$ cat src/bdg_pkg.sv
/*
  shared constants, register map and types for the bunch drive generator.
  assumes an apb master with 32-bit data and one clock for bus and datapath.
*/
`default_nettype none
package bdg_pkg;
  // ----------------------------------------
  // register byte offsets
  // ----------------------------------------
  localparam logic [11:0] OFS_CTRL = 12'h000;
  localparam logic [11:0] OFS_FREQ = 12'h004;
  localparam logic [11:0] OFS_AMPL = 12'h008;
  localparam logic [11:0] OFS_SPAN = 12'h00C;
  localparam logic [11:0] OFS_PER = 12'h010;
  localparam logic [11:0] OFS_ACT_FREQ = 12'h014;
  localparam logic [11:0] OFS_ACT_SPAN = 12'h018;
  localparam logic [11:0] OFS_ACT_PER = 12'h01C;
  localparam logic [11:0] OFS_STAT = 12'h020;
  localparam logic [11:0] OFS_MASK = 12'h040;
  // ----------------------------------------
  // widths, fields and reset values
  // ----------------------------------------
  localparam int PHASE_W = 30;
  localparam int AMP_W = 17;
  localparam int SMP_W = 16;
  localparam logic [AMP_W-1:0] AMP_FULL = 17'h08000;
  localparam logic [AMP_W-1:0] AMP_RST = 17'h00000;
  localparam logic [PHASE_W-1:0] FREQ_RST = 30'h00000000;
  localparam logic [SMP_W-1:0] FS_POS = 16'h7FFF;
  localparam logic [SMP_W-1:0] FS_NEG = 16'h8001;
  localparam int AMP_SHIFT = 15;
  localparam int IDX_W = 4;
  typedef enum logic [1:0] {WAVE_SINE, WAVE_SQUARE, WAVE_DC} bdg_wave_e;
  // quarter-wave sine table, midpoint sampled
  localparam logic [14:0] SINE_Q [16] = '{
    15'h0648, 15'h12C8, 15'h1F1A, 15'h2B1F, 15'h36BA, 15'h41CE, 15'h4C40, 15'h55F5,
    15'h5ED7, 15'h66CF, 15'h6DC9, 15'h73B5, 15'h7883, 15'h7C29, 15'h7E9C, 15'h7FD8};
  typedef struct packed {
    logic [7:0] bunch;
    logic [SMP_W-1:0] data;
  } bdg_sample_s;
endpackage
`default_nettype wire

$ cat src/bdg_drive_gen.sv
/*
  bunch drive generator: nco with sweep, waveform shaping, amplitude scale,
  per-bunch enable mask, two-entry output buffer and an apb register slave.
  assumes pclk is the bunch-rate clock and the dac side drains with ready.
*/
// The APB interface to the registers and the placing of the registers were chosen for this implementation.
// Notes on behaviour
// nco tunes in steps of clock over two to the thirtieth, 30-bit accumulator
// output scaled by amplitude from zero to full scale one
// waveform select: sine, square or dc level
// sweeping only in sine or square; dc never swept
// zero span means fixed frequency, no modulation
// zero period also means fixed base frequency, no modulation
// loaded frequency word readable back as actual frequency
// span and period in effect readable, showing quantization
// enable mask picks which bunch slots get the drive
// mask writable by host and readable back for verification
// one independent enable bit per bunch, any subset allowed
// disabled bunch slots get zero drive
// sweep ramps linearly from base over span, restarts every period
`default_nettype none
module bdg_drive_gen
#(
  parameter int NUM_BUNCH = 200
) (
  input wire logic pclk,
  input wire logic presetn,
  input wire logic psel,
  input wire logic penable,
  input wire logic pwrite,
  input wire logic [11:0] paddr,
  input wire logic [31:0] pwdata,
  output logic [31:0] prdata,
  output logic pready,
  output logic pslverr,
  output logic out_valid,
  input wire logic out_ready,
  output bdg_pkg::bdg_sample_s out_sample
);
  import bdg_pkg::*;
  localparam int MASK_WORDS = (NUM_BUNCH + 31) / 32;
  localparam logic [7:0] LAST_BUNCH = 8'(NUM_BUNCH - 1);

  // ----------------------------------------
  // apb decode
  // ----------------------------------------
  logic [1:0] wave_reg;
  logic [PHASE_W-1:0] freq_reg;
  logic [AMP_W-1:0] ampl_reg;
  logic [PHASE_W-1:0] span_reg;
  logic [31:0] per_reg;
  logic [31:0] mask_mem [MASK_WORDS];
  logic [PHASE_W-1:0] act_span;
  logic [31:0] act_per;
  logic sweep_on;
  logic [7:0] bunch_reg;

  wire acc = psel && penable;
  wire in_mask = paddr >= OFS_MASK && paddr < OFS_MASK + 12'(MASK_WORDS * 4);
  wire [11:0] mask_ofs = paddr - OFS_MASK;
  wire [11:0] mask_idx = {2'h0, mask_ofs[11:2]};
  wire hit = in_mask || paddr == OFS_CTRL || paddr == OFS_FREQ || paddr == OFS_AMPL
    || paddr == OFS_SPAN || paddr == OFS_PER || paddr == OFS_ACT_FREQ
    || paddr == OFS_ACT_SPAN || paddr == OFS_ACT_PER || paddr == OFS_STAT;
  wire wr = acc && pwrite && hit;
  wire [AMP_W-1:0] amp_wr = (pwdata[AMP_W-1:0] > AMP_FULL) ? AMP_FULL : pwdata[AMP_W-1:0];
  wire [1:0] wave_wr = (pwdata[1:0] > 2'(WAVE_DC)) ? 2'(WAVE_DC) : pwdata[1:0];

  assign pready = 1'b1;
  assign pslverr = acc && !hit;

  always_comb begin
    prdata = 32'h00000000;
    if (in_mask) begin
      prdata = mask_mem[mask_idx[$clog2(MASK_WORDS)-1:0]];
    end else begin
      case (paddr)
        OFS_CTRL: prdata = {30'h0, wave_reg};
        OFS_FREQ: prdata = {2'h0, freq_reg};
        OFS_AMPL: prdata = {15'h0, ampl_reg};
        OFS_SPAN: prdata = {2'h0, span_reg};
        OFS_PER: prdata = per_reg;
        OFS_ACT_FREQ: prdata = {2'h0, freq_reg};
        OFS_ACT_SPAN: prdata = {2'h0, act_span};
        OFS_ACT_PER: prdata = act_per;
        OFS_STAT: prdata = {23'h0, sweep_on, bunch_reg};
        default: prdata = 32'h00000000;
      endcase
    end
  end

  // ----------------------------------------
  // settings registers
  // ----------------------------------------
  // amplitude above one is clipped on write so the product cannot overflow
  always_ff @(posedge pclk or negedge presetn) begin
    if (!presetn) begin
      wave_reg <= 2'(WAVE_SINE);
      freq_reg <= FREQ_RST;
      ampl_reg <= AMP_RST;
      span_reg <= FREQ_RST;
      per_reg <= 32'h00000000;
    end else if (wr) begin
      if (paddr == OFS_CTRL) wave_reg <= wave_wr;
      if (paddr == OFS_FREQ) freq_reg <= pwdata[PHASE_W-1:0];
      if (paddr == OFS_AMPL) ampl_reg <= amp_wr;
      if (paddr == OFS_SPAN) span_reg <= pwdata[PHASE_W-1:0];
      if (paddr == OFS_PER) per_reg <= pwdata;
    end
  end

  // mask has no reset: software loads it before enabling drive
  always_ff @(posedge pclk) begin
    if (wr && in_mask) begin
      mask_mem[mask_idx[$clog2(MASK_WORDS)-1:0]] <= pwdata;
    end
  end

  // ----------------------------------------
  // sweep
  // ----------------------------------------
  // span register is the per-sample frequency increment, so the real span
  // is increment times period, truncated to the nco word
  logic [PHASE_W-1:0] sw_ofs_reg;
  logic [31:0] sw_cnt_reg;
  logic adv;
  wire [61:0] span_prod = span_reg * per_reg;
  assign sweep_on = wave_reg != 2'(WAVE_DC) && span_reg != FREQ_RST
    && per_reg != 32'h00000000;
  assign act_span = sweep_on ? span_prod[PHASE_W-1:0] : FREQ_RST;
  assign act_per = sweep_on ? per_reg : 32'h00000000;
  wire sw_wrap = sw_cnt_reg >= per_reg - 32'h00000001;
  wire [PHASE_W-1:0] freq_now = freq_reg + sw_ofs_reg;

  always_ff @(posedge pclk or negedge presetn) begin
    if (!presetn) begin
      sw_ofs_reg <= FREQ_RST;
      sw_cnt_reg <= 32'h00000000;
    end else if (!sweep_on || (adv && sw_wrap)) begin
      sw_ofs_reg <= FREQ_RST;
      sw_cnt_reg <= 32'h00000000;
    end else if (adv) begin
      sw_ofs_reg <= sw_ofs_reg + span_reg;
      sw_cnt_reg <= sw_cnt_reg + 32'h00000001;
    end
  end

  // ----------------------------------------
  // nco and waveform
  // ----------------------------------------
  logic [PHASE_W-1:0] phase_reg;
  always_ff @(posedge pclk or negedge presetn) begin
    if (!presetn) begin
      phase_reg <= FREQ_RST;
      bunch_reg <= 8'h00;
    end else if (adv) begin
      phase_reg <= phase_reg + freq_now;
      bunch_reg <= (bunch_reg == LAST_BUNCH) ? 8'h00 : bunch_reg + 8'h01;
    end
  end

  wire [1:0] quad = phase_reg[PHASE_W-1:PHASE_W-2];
  wire [IDX_W-1:0] qidx = phase_reg[PHASE_W-3:PHASE_W-2-IDX_W];
  wire [IDX_W-1:0] tidx = quad[0] ? ~qidx : qidx;
  wire [SMP_W-1:0] smag = {1'b0, SINE_Q[tidx]};
  wire [SMP_W-1:0] sine_v = quad[1] ? SMP_W'(-smag) : smag;
  wire [SMP_W-1:0] sq_v = quad[1] ? FS_NEG : FS_POS;
  wire [SMP_W-1:0] wave_v = (wave_reg == 2'(WAVE_SINE)) ? sine_v :
    (wave_reg == 2'(WAVE_SQUARE)) ? sq_v : FS_POS;
  wire signed [AMP_W+SMP_W:0] prod = $signed(wave_v) * $signed({1'b0, ampl_reg});
  wire [SMP_W-1:0] scaled = prod[AMP_SHIFT+SMP_W-1:AMP_SHIFT];
  wire [7:0] bword = bunch_reg >> 5;
  wire [31:0] mword = mask_mem[bword[$clog2(MASK_WORDS)-1:0]];
  wire en_bit = mword[bunch_reg[4:0]];
  bdg_sample_s gen_s;
  assign gen_s.bunch = bunch_reg;
  assign gen_s.data = en_bit ? scaled : 16'h0000;

  // ----------------------------------------
  // two-entry output buffer
  // ----------------------------------------
  // the nco only advances when its word enters the buffer, so a dac stall loses nothing
  bdg_sample_s ent0_reg;
  bdg_sample_s ent1_reg;
  logic [1:0] cnt_reg;
  wire pop = out_valid && out_ready;
  assign adv = cnt_reg != 2'h2 || pop;
  assign out_valid = cnt_reg != 2'h0;
  assign out_sample = ent0_reg;

  always_ff @(posedge pclk or negedge presetn) begin
    if (!presetn) begin
      ent0_reg <= '0;
      ent1_reg <= '0;
      cnt_reg <= 2'h0;
    end else begin
      case (cnt_reg)
        2'h0: ent0_reg <= gen_s;
        2'h1: begin
          if (pop) ent0_reg <= gen_s;
          else ent1_reg <= gen_s;
        end
        2'h2: begin
          if (pop) begin
            ent0_reg <= ent1_reg;
            ent1_reg <= gen_s;
          end
        end
        default: ent0_reg <= ent0_reg;
      endcase
      cnt_reg <= (cnt_reg == 2'h0) ? 2'h1 : (cnt_reg == 2'h1 && !pop) ? 2'h2 : cnt_reg;
    end
  end

  // ----------------------------------------
  // assertions
  // ----------------------------------------
  property p_phase_step;
    @(posedge pclk) disable iff (!presetn)
      adv |=> phase_reg == $past(phase_reg) + $past(freq_now);
  endproperty
  a_phase_step: assert property (p_phase_step) else $error("nco step wrong");

  property p_amp_zero;
    @(posedge pclk) disable iff (!presetn)
      ampl_reg == AMP_RST |-> scaled == 16'h0000;
  endproperty
  a_amp_zero: assert property (p_amp_zero) else $error("zero amplitude leaks");

  property p_dc_level;
    @(posedge pclk) disable iff (!presetn)
      wave_reg == 2'(WAVE_DC) && ampl_reg == AMP_FULL && en_bit |-> gen_s.data == FS_POS;
  endproperty
  a_dc_level: assert property (p_dc_level) else $error("dc level wrong");

  property p_dc_no_sweep;
    @(posedge pclk) disable iff (!presetn)
      wave_reg == 2'(WAVE_DC) |=> sw_ofs_reg == FREQ_RST;
  endproperty
  a_dc_no_sweep: assert property (p_dc_no_sweep) else $error("dc swept");

  property p_span_zero;
    @(posedge pclk) disable iff (!presetn)
      span_reg == FREQ_RST |=> freq_now == freq_reg;
  endproperty
  a_span_zero: assert property (p_span_zero) else $error("zero span modulates");

  property p_per_zero;
    @(posedge pclk) disable iff (!presetn)
      per_reg == 32'h00000000 |-> !sweep_on && act_per == 32'h00000000 ##1 sw_ofs_reg == FREQ_RST;
  endproperty
  a_per_zero: assert property (p_per_zero) else $error("zero period modulates");

  property p_act_freq;
    @(posedge pclk) disable iff (!presetn)
      wr && paddr == OFS_FREQ |=> freq_reg == $past(pwdata[PHASE_W-1:0]);
  endproperty
  a_act_freq: assert property (p_act_freq) else $error("freq not loaded");

  property p_masked_zero;
    @(posedge pclk) disable iff (!presetn)
      !en_bit |-> gen_s.data == 16'h0000;
  endproperty
  a_masked_zero: assert property (p_masked_zero) else $error("masked bunch driven");

  property p_sweep_restart;
    @(posedge pclk) disable iff (!presetn)
      sweep_on && adv && sw_wrap |=> sw_ofs_reg == FREQ_RST && sw_cnt_reg == 32'h00000000;
  endproperty
  a_sweep_restart: assert property (p_sweep_restart) else $error("sweep no restart");

  property p_hold_stall;
    @(posedge pclk) disable iff (!presetn)
      out_valid && !out_ready |=> out_valid && out_sample == $past(out_sample);
  endproperty
  a_hold_stall: assert property (p_hold_stall) else $error("stalled word changed");

  property p_act_span;
    @(posedge pclk) disable iff (!presetn)
      sweep_on |-> act_span == PHASE_W'(span_reg * per_reg) && act_per == per_reg;
  endproperty
  a_act_span: assert property (p_act_span) else $error("actual span wrong");

  property p_dc_off;
    @(posedge pclk) disable iff (!presetn)
      wave_reg == 2'(WAVE_DC) |-> !sweep_on && act_span == FREQ_RST && act_per == 32'h00000000;
  endproperty
  a_dc_off: assert property (p_dc_off) else $error("dc sweep reported");

  property p_span_off;
    @(posedge pclk) disable iff (!presetn)
      span_reg == FREQ_RST |-> !sweep_on && act_span == FREQ_RST && act_per == 32'h00000000;
  endproperty
  a_span_off: assert property (p_span_off) else $error("zero span reported active");

  property p_sweep_step;
    @(posedge pclk) disable iff (!presetn)
      sweep_on && adv && !sw_wrap |=> sw_ofs_reg == $past(sw_ofs_reg) + $past(span_reg)
        && sw_cnt_reg == $past(sw_cnt_reg) + 32'h00000001;
  endproperty
  a_sweep_step: assert property (p_sweep_step) else $error("sweep step wrong");

  property p_mask_write;
    @(posedge pclk) disable iff (!presetn)
      wr && in_mask |=> mask_mem[$past(mask_idx[$clog2(MASK_WORDS)-1:0])] == $past(pwdata);
  endproperty
  a_mask_write: assert property (p_mask_write) else $error("mask word not stored");

  property p_square_level;
    @(posedge pclk) disable iff (!presetn)
      wave_reg == 2'(WAVE_SQUARE) && ampl_reg == AMP_FULL && en_bit
        |-> gen_s.data == FS_POS || gen_s.data == FS_NEG;
  endproperty
  a_square_level: assert property (p_square_level) else $error("square level wrong");

  property p_setting_range;
    @(posedge pclk) disable iff (!presetn)
      ampl_reg <= AMP_FULL && wave_reg <= 2'(WAVE_DC);
  endproperty
  a_setting_range: assert property (p_setting_range) else $error("bad setting");

  property p_gen_freeze;
    @(posedge pclk) disable iff (!presetn)
      !adv |=> $stable(phase_reg) && $stable(bunch_reg);
  endproperty
  a_gen_freeze: assert property (p_gen_freeze) else $error("generator ran while stalled");

  property p_bunch_wrap;
    @(posedge pclk) disable iff (!presetn)
      adv && bunch_reg == LAST_BUNCH |=> bunch_reg == 8'h00;
  endproperty
  a_bunch_wrap: assert property (p_bunch_wrap) else $error("bunch did not wrap");

  property p_act_freq_read;
    @(posedge pclk) disable iff (!presetn)
      acc && !pwrite && paddr == OFS_ACT_FREQ |-> prdata == 32'(freq_reg) && !pslverr;
  endproperty
  a_act_freq_read: assert property (p_act_freq_read) else $error("actual freq misread");

  property p_stream_on;
    @(posedge pclk) disable iff (!presetn)
      out_valid |=> out_valid;
  endproperty
  a_stream_on: assert property (p_stream_on) else $error("output stream ran dry");
endmodule
`default_nettype wire

$ cat config.mk
export PLATFORM = sky130hd
export DESIGN_NAME = bdg_drive_gen
export DESIGN_NICKNAME = d
export VERILOG_FILES = /design/src/bdg_pkg.sv /design/src/bdg_drive_gen.sv
export SDC_FILE = /design/constraint.sdc
export NUM_CORES = 2
export LEC_CHECK = 0
export ABC_AREA = 1
export CAP_MARGIN = 20
export CORE_ASPECT_RATIO = 1.5
export CORE_UTILIZATION = 60
export CTS_CLUSTER_SIZE = 14
export DETAILED_ROUTE_END_ITERATION = 10
export DONT_BUFFER_PORTS = 1
export PLACE_DENSITY = 0.79
export SLEW_MARGIN = 10
export SYNTH_ARGS = -nofsm -noshare
export SYNTH_HDL_FRONTEND = slang
export SYNTH_SLANG_ARGS = --single-unit
$ cat constraint.sdc
create_clock -name pclk -period 8.8 [get_ports pclk]
set_input_delay 1.76 -clock pclk [delete_from_list [all_inputs] [get_ports pclk]]
set_output_delay 1.76 -clock pclk [all_outputs]
set_load 0.01 [all_outputs]
==> reports/metrics.cfg <==
[global_routing]
grt_max_degree = 262
grt_pass1_vias = 46478
grt_overflow = 0
grt_antenna_before_repair = 4
grt_pass1_wl_um = 270000
track_usage_pct = 42.2

[worst_setup_path]
worstPathRequired_ps = 7040
critPathArrivalTime_ps = 7330
path_buf_inv = 11
cp_slowest_cell = fa_1
crit_family = adder cells
endpoint_kind = primary output
startpoint_type = flip-flop
cp_max_fo = 5
slowest_delay_ps = 550
path_class = reg2out
crit_top_cell = fa_1

[timing]
fmax_mhz = 110
finalHoldViolCount = 0
setup_slack_ps = -286
tightest_slew_ps = 1200
slew_headroom_pct = 19.1
setup_viol = 12
post-route-min-period_ps = 9090
holdWs_ps = 475
rsz0062_at_grt = yes
slew_violations = 0
clock-skew-final_ps = 54.3
period_share_pct = 103

[job]
cap_violations = 0

[final_layout]
layout_commonest_cell = nand2_1
final_cell_mix = 1,481 x nand2_1, 1,182 x inv_1, 573 x fa_1
final_area_sq_um = 56100
fillers = 6882
layout-drive-gt1-share_pct = 9.57
area_growth_syn_to_layout_pct = 9.99
largest_reg_flops = 224
nNetsFinal = 7271

[drt]
viasPerCell = 6.04
vias = 45099
routed_wl_um = 179000
wl_per_cell_um = 24.0
final_antenna_net_count = 0
drc = 0
drtPass1Iterations = 9
drtIter0Drc = 4573

[floorplanning]
die_h_um = 359
io_pins = 109
dieArea_sq_um = 86300
start_util_pct = 60.8
core-area_sq_um = 83900
die_w_um = 240
rows = 130

[placement]
io_buffers = 0
dp_hpwl_um = 136000
globalplace.congestion = 1.06
placed_area_sq_um = 53200

[synthesis]
async_reset_ff_share_pct = 53.8
synthFlopType = dfrtp_1
synth_top_cell_by_area = fa_1
synth_seq_cells = 485
ys_seq_area_share_pct = 26.0
postSynthCellCount = 6267
synth_edf_count = 224
syn_avg_cell_area_sq_um = 8.14
synth_cell_type_count = 64
synth_nets = 7229
synth_top_area_share_pct = 23.2
synth.cell_area_sq_um = 51000
ys_warn_count = 0
synth_area_leaders = fa_1 23%, edfxtp_1 13%, dfrtp_1 13%

[outcome]
violations = setup timing
outcome = finished with violations

[power]
ir_drop_v = 0.000186
powerDensity_nw_per_um2 = 126
p_leak_uw = 0.0281

[clocking]
cts_htree_levels = 2
clock_latency_ps = 630
cts_buffer_depth = 3
cts.hold.buffers_added = 0
numCtsBuffers = 45
cts_tree = built
clk_pin_slew_worst_paths_ps = 70
cts.sinks = 485
ctsRootBufferMaster = clkbuf_16

[worst_hold_path]
hp-class = reg2reg

==> synthesized netlist by cell type (5+ instances only) <==
cell type,instances
a211oi_1,13
a21o_1,10
a21oi_1,234
a221oi_1,30
a22o_1,7
a22oi_1,46
a31oi_1,28
buf_1,30
buf_2,32
clkbuf_1,219
clkinv_1,9
dfrtp_1,261
edfxtp_1,224
fa_1,591
ha_1,321
inv_1,1200
inv_2,12
nand2_1,1511
nand2_2,11
nand2_4,5
nand3_1,195
nand3_2,7
nand3b_1,6
nand4_1,63
nor2_1,362
nor2_2,7
nor3_1,51
nor3b_1,5
nor4_1,34
o2111ai_1,22
o211ai_1,48
o21a_1,10
o21ai_0,347
o21ai_1,45
o21bai_1,9
o221ai_1,21
o22ai_1,8
o31ai_1,16
or2_1,7
or2_2,9
xnor2_1,67
xor2_1,91
==> tightest hold or removal path: stages (launching register included) <==
cell and delay (ps):
dfrtp_1 340, nand2_1 50, nand2_1 50
==> layout make-up <==
class / instances / area (sq um) / area share (%)
clock buffers: 69 / 1320 / 2.34
flip-flops and latches: 485 / 13300 / 23.7
diodes: 4 / 10.0 / 0.0178
inverters: 1222 / 4590 / 8.18
multi-input cells: 4273 / 32900 / 58.6
well taps: 1122 / 1400 / 2.50
repair buffers: 282 / 2360 / 4.21
clock inverters: 13 / 238 / 0.423
==> routing by layer <==
metal  wire length, um  global-route usage, %
met5                11                      0
met4             19300                   36.7
met3             19800                   11.8
met2             83100                   68.0
met1             56800                   45.4
==> metrics by stage <==
stage / total power (uW) / utilization, % / TNS, ps / std cells / setup slack (ps)
after CTS: 6960 / 65.9 / -1350 / 7432 / -253
after global placement: 4860 / 63.3 / 0 / 7330 / 187
after floorplan: 4090 / - / 0 / 6267 / 196
after detailed placement: 4880 / 63.3 / 0 / 7331 / 32.6
final: 7060 / 66.9 / -1730 / 7470 / -286
after global routing: 7330 / 66.9 / -4390 / 7466 / -445
==> final timing paths <==
| check | from | endpoint | slack, ps | cells past startpoint |
|---|---|---|---|---|
| worst min register to register | ent1_reg[6]$_DFFE_PN0P_ | ent1_reg[6]$_DFFE_PN0P_ | 470 | 2 |
| min in group asynchronous | presetn | sw_cnt_reg[5]$_DFFE_PN0P_ | 870 | 0 |
| worst max-delay path | span_reg[3]$_DFFE_PN0P_ | prdata[25] | -290 | 28 |
| worst max register to register | phase_reg[28]$_DFFE_PN0N_ | out_sample[13]$_DFFE_PN0P_ | 550 | 41 |
| worst min-delay path | ent1_reg[6]$_DFFE_PN0P_ | ent1_reg[6]$_DFFE_PN0P_ | 470 | 2 |
| max in group asynchronous | presetn | phase_reg[26]$_DFFE_PN0N_ | 6990 | 0 |
==> where the power goes <==
group          internal (uW)  total, uW  switching [uW]
clock network           1160       2100             940
registers               2480       2620             137
logic                    664       2340            1670
==> cell families (layout without fill, tap and decap cells) <==
kind of cell	Yosys count	count (layout)	share of synthesized area, %
xor+xnor	158	158	2.71
flops	485	485	26.0
other cells	1	5	0.00735
compound gates	914	914	10.5
buf+inv	1509	1586	11.2
simple gates	2288	2288	18.5
fa+ha+maj	912	912	31.1
==> repair_timing <==
action | CTS | global route
resized for setup | 138 | 128
pin swaps | 60 | 80
setup buffers | 19 | 34
setup endpoints to repair | 16 | 48
Power figures use the tool's default switching activity.
